===== src/include/amd_pkg.sv =====
// Purpose: Shared types and constants of the addressing mode decoder.
// Assumes: Byte-wide memory, 16-bit addresses, 8-bit index registers.
// Notes: Modes are ordered by family; the family table lives in amd_mode_info.

package amd_pkg;

    // =====================================================================
    // Modes and families
    // =====================================================================
    typedef enum logic [4:0] {
        MD_INH, MD_IMM, MD_DIR_S, MD_DIR_L, MD_IDX_N, MD_IDX_S, MD_IDX_L,
        MD_IND_S, MD_IND_L, MD_INX_S, MD_INX_L, MD_REL_D, MD_REL_I,
        MD_BIT_D, MD_BIT_I, MD_BTR_D, MD_BTR_I
    } amd_mode_t;

    typedef enum logic [2:0] {
        FAM_INH, FAM_IMM, FAM_DIR, FAM_IDX, FAM_IND, FAM_REL, FAM_BIT
    } amd_family_t;

    // =====================================================================
    // Counts and fixed values
    // =====================================================================
    localparam int AMD_MODE_COUNT = 17;
    localparam int AMD_FAMILY_COUNT = 7;
    localparam logic [7:0] AMD_ZP_HIGH = 8'h00;
    localparam logic [15:0] AMD_ADDR_RST = 16'h0000;
    localparam logic [7:0] AMD_BYTE_RST = 8'h00;
    localparam logic [2:0] AMD_OPCODE_LEN = 3'h1;
    localparam logic [2:0] AMD_PREBYTE_LEN = 3'h1;
    localparam logic [1:0] AMD_CNT_NONE = 2'h0;
    localparam logic [1:0] AMD_CNT_BYTE = 2'h1;
    localparam logic [1:0] AMD_CNT_WORD = 2'h2;
    localparam logic [15:0] AMD_SHORT_IDX_MAX = 16'h01FE;
    localparam int AMD_REL_MIN = -128;
    localparam int AMD_REL_MAX = 127;

    // =====================================================================
    // Carriers
    // =====================================================================
    typedef struct packed {
        amd_mode_t mode;
        logic use_y;
        logic rmw;
        logic [15:0] opc_addr;
        logic [7:0] idx_x;
        logic [7:0] idx_y;
    } amd_req_t;

    typedef struct packed {
        logic [15:0] ea;
        logic [15:0] target;
        logic [15:0] next_pc;
        logic [7:0] opnd;
        logic [2:0] len;
        amd_family_t family;
        logic illegal;
    } amd_res_t;

endpackage : amd_pkg


===== src/amd_mode_info.sv =====
// Purpose: Per-mode table of fetched bytes, pointer size and family.
// Assumes: Purely combinational, read by the decoder sequencer.
// Notes: A long mode is one that carries a full 16-bit address or pointer.
`timescale 1ns/1ps
`default_nettype none

module amd_mode_info (
    input wire amd_pkg::amd_mode_t mode,
    output logic [1:0] fetch_n,
    output logic [1:0] ptr_n,
    output amd_pkg::amd_family_t family,
    output logic is_long
);
    import amd_pkg::*;

    always_comb begin
        fetch_n = AMD_CNT_NONE;
        ptr_n = AMD_CNT_NONE;
        family = FAM_INH;
        is_long = 1'b0;
        case (mode)
            MD_INH: family = FAM_INH;
            MD_IMM: begin
                fetch_n = AMD_CNT_BYTE;
                family = FAM_IMM;
            end
            MD_DIR_S: begin
                fetch_n = AMD_CNT_BYTE;
                family = FAM_DIR;
            end
            MD_DIR_L: begin
                fetch_n = AMD_CNT_WORD;
                family = FAM_DIR;
                is_long = 1'b1;
            end
            MD_IDX_N: family = FAM_IDX;
            MD_IDX_S: begin
                fetch_n = AMD_CNT_BYTE;
                family = FAM_IDX;
            end
            MD_IDX_L: begin
                fetch_n = AMD_CNT_WORD;
                family = FAM_IDX;
                is_long = 1'b1;
            end
            MD_IND_S, MD_INX_S: begin
                fetch_n = AMD_CNT_BYTE;
                ptr_n = AMD_CNT_BYTE;
                family = FAM_IND;
            end
            MD_IND_L, MD_INX_L: begin
                fetch_n = AMD_CNT_BYTE;
                ptr_n = AMD_CNT_WORD;
                family = FAM_IND;
                is_long = 1'b1;
            end
            MD_REL_D: begin
                fetch_n = AMD_CNT_BYTE;
                family = FAM_REL;
            end
            MD_REL_I: begin
                fetch_n = AMD_CNT_BYTE;
                ptr_n = AMD_CNT_BYTE;
                family = FAM_REL;
            end
            MD_BIT_D: begin
                fetch_n = AMD_CNT_BYTE;
                family = FAM_BIT;
            end
            MD_BIT_I: begin
                fetch_n = AMD_CNT_BYTE;
                ptr_n = AMD_CNT_BYTE;
                family = FAM_BIT;
            end
            MD_BTR_D: begin
                fetch_n = AMD_CNT_WORD;
                family = FAM_BIT;
            end
            MD_BTR_I: begin
                fetch_n = AMD_CNT_WORD;
                ptr_n = AMD_CNT_BYTE;
                family = FAM_BIT;
            end
            default: family = FAM_INH;
        endcase
    end

endmodule : amd_mode_info

`default_nettype wire


===== src/amd_ea_adder.sv =====
// Purpose: Index and displacement adders of the decoder.
// Assumes: Index is unsigned, displacement is two's complement.
// Notes: The sums wrap within the 16-bit space.
`timescale 1ns/1ps
`default_nettype none

module amd_ea_adder (
    input wire logic [15:0] base,
    input wire logic [7:0] idx,
    input wire logic add_idx,
    input wire logic [15:0] pc,
    input wire logic [7:0] disp,
    output logic [15:0] ea,
    output logic [15:0] target
);
    import amd_pkg::*;

    wire [15:0] idx_ext = add_idx ? {AMD_ZP_HIGH, idx} : AMD_ADDR_RST;
    wire [15:0] disp_ext = {{8{disp[7]}}, disp};

    assign ea = base + idx_ext;
    assign target = pc + disp_ext;

endmodule : amd_ea_adder

`default_nettype wire


===== src/amd_decoder.sv =====
// Purpose: Addressing mode decoder: operand fetch, pointer read, address math.
// Assumes: Memory port answers each held request with a one-cycle MEM_ACK.
// Notes: START is taken only while idle; one result per request.
//
// Function
// - Seventeen addressing modes in seven families.
// - Short modes reach page zero; RMW short only.
// - Inherent instructions are one byte long, two with use_y set (prebyte).
// - Immediate: opcode then operand value byte.
// - Short direct: one address byte, page zero.
// - Long direct: two address bytes, full space.
// - Indexed address is unsigned index plus offset.
// - No-offset indexed: index alone addresses page zero.
// - Y no-offset indexed adds one byte.
// - Short indexed: one offset byte, up to 1FE.
// - Long indexed: two offset bytes plus index.
// - Short indirect: byte pointer in page zero.
// - Long indirect: word pointer in page zero.
// - Relative: signed displacement from next instruction.
`timescale 1ns/1ps
`default_nettype none

module amd_decoder (
    input wire logic CLK,
    input wire logic SYS_RST,
    input wire logic START,
    input wire amd_pkg::amd_req_t REQ,
    input wire logic MEM_ACK,
    input wire logic [7:0] MEM_RDATA,
    output logic BUSY,
    output logic MEM_REQ,
    output logic [15:0] MEM_ADDR,
    output logic DONE,
    output amd_pkg::amd_res_t RESULT
);
    import amd_pkg::*;

    // =====================================================================
    // State and registers
    // =====================================================================
    typedef enum logic [2:0] {ST_IDLE, ST_FETCH, ST_PTR, ST_CALC} amd_state_t;

    amd_state_t st_reg;
    amd_state_t st_next;
    amd_req_t req_reg;
    logic [7:0] b0_reg;
    logic [7:0] b1_reg;
    logic [7:0] p0_reg;
    logic [7:0] p1_reg;
    logic [1:0] cnt_reg;
    logic [1:0] cnt_next;
    logic mem_req_reg;
    logic busy_reg;
    logic [15:0] mem_addr_reg;
    logic [15:0] mem_addr_next;
    logic done_reg;
    amd_res_t res_reg;

    // =====================================================================
    // Mode table and address math
    // =====================================================================
    logic [1:0] fetch_n;
    logic [1:0] ptr_n;
    amd_family_t family;
    logic is_long;

    amd_mode_info u_info (
        .mode(req_reg.mode),
        .fetch_n(fetch_n),
        .ptr_n(ptr_n),
        .family(family),
        .is_long(is_long)
    );

    // Start-time view of the table, so the first phase is chosen on START.
    logic [1:0] start_fetch_n;

    amd_mode_info u_start_info (
        .mode(REQ.mode),
        .fetch_n(start_fetch_n),
        .ptr_n(),
        .family(),
        .is_long()
    );

    amd_mode_t md;
    assign md = req_reg.mode;

    wire sel_zp_b0 = (md == MD_DIR_S) || (md == MD_IDX_S) || (md == MD_BIT_D)
        || (md == MD_BTR_D);
    wire sel_word_b = (md == MD_DIR_L) || (md == MD_IDX_L);
    wire sel_zp_p0 = (md == MD_IND_S) || (md == MD_INX_S) || (md == MD_BIT_I)
        || (md == MD_BTR_I);
    wire sel_word_p = (md == MD_IND_L) || (md == MD_INX_L);
    wire add_idx = (md == MD_IDX_N) || (md == MD_IDX_S) || (md == MD_IDX_L)
        || (md == MD_INX_S) || (md == MD_INX_L);
    wire [7:0] idx_sel = req_reg.use_y ? req_reg.idx_y : req_reg.idx_x;

    wire [15:0] base = sel_zp_b0 ? {AMD_ZP_HIGH, b0_reg}
        : sel_word_b ? {b0_reg, b1_reg}
        : sel_zp_p0 ? {AMD_ZP_HIGH, p0_reg}
        : sel_word_p ? {p0_reg, p1_reg}
        : AMD_ADDR_RST;

    wire [7:0] disp = (md == MD_REL_D) ? b0_reg
        : (md == MD_REL_I) ? p0_reg
        : ((md == MD_BTR_D) || (md == MD_BTR_I)) ? b1_reg
        : AMD_BYTE_RST;

    // The program counter already points past this instruction.
    wire [15:0] next_pc = req_reg.opc_addr + {13'h0000, AMD_OPCODE_LEN}
        + {14'h0000, fetch_n};

    // A prebyte precedes Y-based and indirect forms.
    wire use_pre = req_reg.use_y || (ptr_n != AMD_CNT_NONE);
    wire [2:0] len = AMD_OPCODE_LEN + {1'b0, fetch_n}
        + (use_pre ? AMD_PREBYTE_LEN : 3'h0);

    logic [15:0] ea;
    logic [15:0] target;

    amd_ea_adder u_adder (
        .base(base),
        .idx(idx_sel),
        .add_idx(add_idx),
        .pc(next_pc),
        .disp(disp),
        .ea(ea),
        .target(target)
    );

    // =====================================================================
    // Sequencer
    // =====================================================================
    wire last_fetch = (cnt_reg + 2'h1) == fetch_n;
    wire last_ptr = (cnt_reg + 2'h1) == ptr_n;
    wire [15:0] ptr_base = {AMD_ZP_HIGH, b0_reg};

    always_comb begin
        st_next = st_reg;
        cnt_next = cnt_reg;
        mem_addr_next = mem_addr_reg;
        case (st_reg)
            ST_IDLE: begin
                cnt_next = AMD_CNT_NONE;
                if (START) begin
                    mem_addr_next = REQ.opc_addr + 16'h0001;
                    st_next = (start_fetch_n == AMD_CNT_NONE) ? ST_CALC
                        : ST_FETCH;
                end
            end
            ST_FETCH: begin
                if (MEM_ACK) begin
                    cnt_next = cnt_reg + 2'h1;
                    mem_addr_next = mem_addr_reg + 16'h0001;
                    if (last_fetch) begin
                        cnt_next = AMD_CNT_NONE;
                        mem_addr_next = ptr_base;
                        if (cnt_reg == AMD_CNT_NONE) begin
                            mem_addr_next = {AMD_ZP_HIGH, MEM_RDATA};
                        end
                        st_next = (ptr_n != AMD_CNT_NONE) ? ST_PTR : ST_CALC;
                    end
                end
            end
            ST_PTR: begin
                if (MEM_ACK) begin
                    cnt_next = cnt_reg + 2'h1;
                    // Pointer bytes stay in page zero.
                    mem_addr_next = {AMD_ZP_HIGH, mem_addr_reg[7:0] + 8'h01};
                    if (last_ptr) begin
                        st_next = ST_CALC;
                    end
                end
            end
            ST_CALC: st_next = ST_IDLE;
            default: st_next = ST_IDLE;
        endcase
    end

    always_ff @(posedge CLK) begin
        if (SYS_RST) begin
            st_reg <= ST_IDLE;
            cnt_reg <= AMD_CNT_NONE;
            mem_addr_reg <= AMD_ADDR_RST;
            mem_req_reg <= 1'b0;
            busy_reg <= 1'b0;
        end else begin
            st_reg <= st_next;
            cnt_reg <= cnt_next;
            mem_addr_reg <= mem_addr_next;
            mem_req_reg <= (st_next == ST_FETCH) || (st_next == ST_PTR);
            busy_reg <= (st_next != ST_IDLE);
        end
    end

    always_ff @(posedge CLK) begin
        if (SYS_RST) begin
            req_reg <= '0;
            b0_reg <= AMD_BYTE_RST;
            b1_reg <= AMD_BYTE_RST;
            p0_reg <= AMD_BYTE_RST;
            p1_reg <= AMD_BYTE_RST;
        end else begin
            if (st_reg == ST_IDLE && START) begin
                req_reg <= REQ;
            end
            if (st_reg == ST_FETCH && MEM_ACK && cnt_reg == AMD_CNT_NONE) begin
                b0_reg <= MEM_RDATA;
            end
            if (st_reg == ST_FETCH && MEM_ACK && cnt_reg == AMD_CNT_BYTE) begin
                b1_reg <= MEM_RDATA;
            end
            if (st_reg == ST_PTR && MEM_ACK && cnt_reg == AMD_CNT_NONE) begin
                p0_reg <= MEM_RDATA;
            end
            if (st_reg == ST_PTR && MEM_ACK && cnt_reg == AMD_CNT_BYTE) begin
                p1_reg <= MEM_RDATA;
            end
        end
    end

    // =====================================================================
    // Result
    // =====================================================================
    // Read-modify-write instructions accept only the short forms.
    wire illegal = req_reg.rmw && is_long;

    always_ff @(posedge CLK) begin
        if (SYS_RST) begin
            done_reg <= 1'b0;
            res_reg <= '0;
        end else begin
            done_reg <= (st_reg == ST_CALC);
            if (st_reg == ST_CALC) begin
                res_reg.ea <= ea;
                res_reg.target <= target;
                res_reg.next_pc <= next_pc;
                res_reg.opnd <= b0_reg;
                res_reg.len <= len;
                res_reg.family <= family;
                res_reg.illegal <= illegal;
            end
        end
    end

    assign BUSY = busy_reg;
    assign MEM_REQ = mem_req_reg;
    assign MEM_ADDR = mem_addr_reg;
    assign DONE = done_reg;
    assign RESULT = res_reg;
endmodule : amd_decoder

`default_nettype wire


===== config.mk =====
export PLATFORM = sky130hd
export DESIGN_NAME = amd_decoder
export DESIGN_NICKNAME = d
export VERILOG_FILES = /design/src/include/amd_pkg.sv /design/src/amd_mode_info.sv /design/src/amd_ea_adder.sv /design/src/amd_decoder.sv
export SDC_FILE = /design/constraint.sdc
export NUM_CORES = 1
export LEC_CHECK = 0
export BUFFER_PORTS_ARGS = -buffer_cell sky130_fd_sc_hd__clkbuf_2
export CAP_MARGIN = 10
export CORE_MARGIN = 2
export CORE_UTILIZATION = 40
export DETAILED_ROUTE_END_ITERATION = 16
export PLACE_DENSITY = 0.65
export SETUP_SLACK_MARGIN = 0.2
export SLEW_MARGIN = 20
export SYNTH_ARGS = -nofsm -noshare
export SYNTH_HDL_FRONTEND = slang
export SYNTH_SLANG_ARGS = --single-unit
export TNS_END_PERCENT = 10

===== constraint.sdc =====
create_clock -name CLK -period 6.1 [get_ports CLK]
set_input_delay 0.61 -clock CLK [delete_from_list [all_inputs] [get_ports CLK]]
set_output_delay 0.61 -clock CLK [all_outputs]
set_load 0.005 [all_outputs]

==> impl_metrics.json <==
{
  "outcome": "complete, no violations",
  "cts_tree": "yes",
  "fp.dieW_um": 153,
  "yosys.area_share.adder_pct": 5.16,
  "hold_buffers": 0,
  "setup_tns_ns": 0,
  "startpoint": "md[4]",
  "place_area_um2": 9690,
  "hold_path_end": "req_reg[13]",
  "synth_top_family_by_area": "simple AND/OR/NAND/NOR gates",
  "numCtsBuffers": 17,
  "ctsResizeCount": 0,
  "holdWs_ns": 0.399,
  "grt.overflow.total": 0,
  "ys_warn_count": 0,
  "largest_reg_flops": 63,
  "rsz0062_at_grt": "false",
  "dp_hpwl_um": 18900,
  "area_growth_pct": 16.6,
  "arrival_ns": 5.14,
  "ys.flop_type": "dfxtp_1",
  "antenna_cells": 0,
  "final_cell_area_um2": 10300,
  "drv_slew": 0,
  "fin_crit_ns": 4.85,
  "synth.area.mux_share_pct": 3.62,
  "synthDistinctLibCells": 77,
  "r2r_cells": 16,
  "synthSimpleGateAreaFrac_pct": 24.5,
  "cap_violations": 0,
  "worst_clock_skew_ns": 0.0186,
  "hold_class": "primary input to flop",
  "max_freq_mhz": 206,
  "worstReg2RegStart": "md[4]",
  "io_buffers": 132,
  "start_util_pct": 40.7,
  "ys_ff_latch": 158,
  "ant_nets": 0,
  "dr.first_iter.drc_count": 744,
  "die_area_um2": 23400,
  "powerDensity_nw_per_um2": 241,
  "hp-start": "REQ[13]",
  "synth_edf_count": 0,
  "grt_pass1_vias": 7821,
  "num_vias": 8509,
  "coreArea_um2": 21800,
  "reg2reg_to": "RESULT[45]",
  "synth_area_um2": 8870,
  "synth_xor_xnor_area_share_pct": 4.93,
  "clk_path_buf_depth": 2,
  "slowest_stage": "dfxtp_1",
  "post-cts-setup-buffers": 0,
  "synth_area_per_cell_um2": 7.66,
  "grt_usage_pct": 21.6,
  "drc_errors": 0,
  "cp.required_ns": 6.40,
  "fin_util_pct": 47.4,
  "final_cells": 1543,
  "worstSetupStartpointType": "flop",
  "wl_per_cell_um": 16.6,
  "grt_max_degree": 91,
  "ir_drop_v": 0.000148,
  "root_buffer": "clkbuf_16",
  "drive_gt1_share_pct": 15.5,
  "async_flop_share_pct": 0,
  "synth_seq_area_share_pct": 35.6,
  "post-route-period-util_pct": 79.5,
  "holdPathStages": 3,
  "crit_type": "flop to flop",
  "clock_sinks": 158,
  "grt_pass1_wl_um": 41300,
  "worst_slew_pin_slew_ns": 1.03,
  "p_leak_nw": 4.29,
  "synth-compound-area-share_pct": 21.4,
  "boundaryPins": 133,
  "max_stage_delay_ns": 0.74,
  "numPlacedInstances": 1512,
  "firstDrtPassIters": 5,
  "path_common_cell": "ha_1",
  "setup_viol": 0,
  "wirelength_um": 25600,
  "r2r_setup_slack_ns": 1.25,
  "antenna_found_initial": 0,
  "endpoint_kind": "flop",
  "fin_nets": 1336,
  "placementRows": 54,
  "die_h_um": 153,
  "crit_fanout": 20,
  "path_clk_slew_ns": 0.07,
  "cp_cell_sequence": "or3b_1 > o21ai_0 > ha_1 > nor2b_1 > or2_2 > and2_1 > nand3_1 > xnor2_1 > ha_1 > a21oi_1 > o22ai_1 > o31a_1 > o21a_1 > a311oi_1 > mux2i_1 > a211oi_1",
  "hold_viol": 0,
  "syn-num-nets": 1244,
  "synthCells": 1159,
  "finalWeightedCongestion": 0.891,
  "h-tree-depth": 4,
  "avgViaCountPerCell": 5.51,
  "clk_latency_ns": 0.44,
  "slew_headroom_pct": 31.1
}
-- worst max-delay path: cells and delay by family, from the launching register on --
kind	cells	cell delay [ns]
multiplexers	1	0.23
XOR/XNOR	1	0.17
adder cells (fa/ha/maj)	2	0.68
AND/OR/NAND/NOR	5	1.19
AO/OA/AOI/OAI	7	1.69
flip-flops	1	0.74
-- through the flow --
stage	setup WS (ns)	total power, W
4_1_cts	1.28	0.00252
2_1_floorplan	2.04	0.00125
6_report	1.25	0.00250
5_1_grt	0.907	0.00259
3_3_place_gp	1.47	0.00133
3_5_place_dp	1.32	0.00133
-- placed cells by master (no fill, tap or decap), types with 5 or more instances in the layout --
cell type / instances
clkbuf_2: 131
nand3_1: 49
a21oi_1: 140
xnor2_1: 27
bufinv_16: 5
a32o_1: 5
a222oi_1: 12
ha_1: 31
and2_1: 5
nand2b_1: 10
o21a_1: 6
buf_4: 10
nor2_1: 92
nand4_1: 8
inv_1: 36
o32ai_1: 5
mux2i_1: 31
a32oi_1: 6
a21o_1: 8
or3_1: 5
a31oi_1: 6
dfxtp_1: 158
clkbuf_16: 17
xor2_1: 23
and3_1: 16
o21ai_0: 45
nor2b_1: 8
a22oi_1: 5
a211oi_1: 17
nand2_1: 222
nor3_1: 31
or2_2: 7
-- logic make-up (layout without fill, tap and decap cells) --
| family | after synthesis | count (layout) |
|---|---|---|
| compound gates | 300 | 300 |
| xor+xnor | 50 | 50 |
| fa+ha+maj | 35 | 35 |
| buf+inv | 104 | 208 |
| flops | 158 | 158 |
| mux | 32 | 32 |
| other cells | 1 | 1 |
| simple gates | 479 | 479 |
-- power breakdown --
part | switching, W | internal, W | total [W]
combinational | 0.000141 | 0.0000860 | 0.000227
sequential | 0.0000333 | 0.00106 | 0.00109
clock | 0.000443 | 0.000740 | 0.00118
total | 0.000617 | 0.00188 | 0.00250
-- worst max-delay path by stage --
stage | endpoint | slack (ns) | cells after the start
4_1_cts | RESULT[45] | 1.28 | 16
3_5_place_dp | RESULT[45] | 1.32 | 16
3_3_place_gp | RESULT[45] | 1.47 | 16
5_1_grt | RESULT[45] | 0.91 | 16
6_report | RESULT[45] | 1.25 | 16
2_1_floorplan | RESULT[45] | 2.04 | 18
-- Yosys cell counts (all sizes together), types with 10 or more instances --
master,n,area (um2)
dfxtp,158,3160
mux2i,31,310
clkbuf,54,203
inv,36,135
xor2,23,201
nand2,223,837
ha,31,388
buf,14,76.3
and3,16,100
a222oi,12,120
xnor2,27,236
nand3,49,245
nor3,35,196
o21ai,46,230
a21oi,141,709
a211oi,18,140
nand2b,10,62.6
nor2,93,357
-- layout make-up --
class	instances	area, um2
multi-input cells	897	5320
fillers	2266	11500
clock inverters	12	209
flip-flops and latches	158	3160
inverters	36	135
well taps	280	350
repair buffers	141	731
clock buffers	19	443
-- per-layer routing --
metal / GRT usage [%] / vias up / share of wire, %
li1: - / 4282 / -
met1: 31.6 / 3939 / 48
met2: 32.1 / 261 / 44
met3: 4.85 / 27 / 6.6
met4: 5.82 / 0 / 1.5
met5: 0 / - / 0
Note: power is estimated with default switching activity, not from simulation.
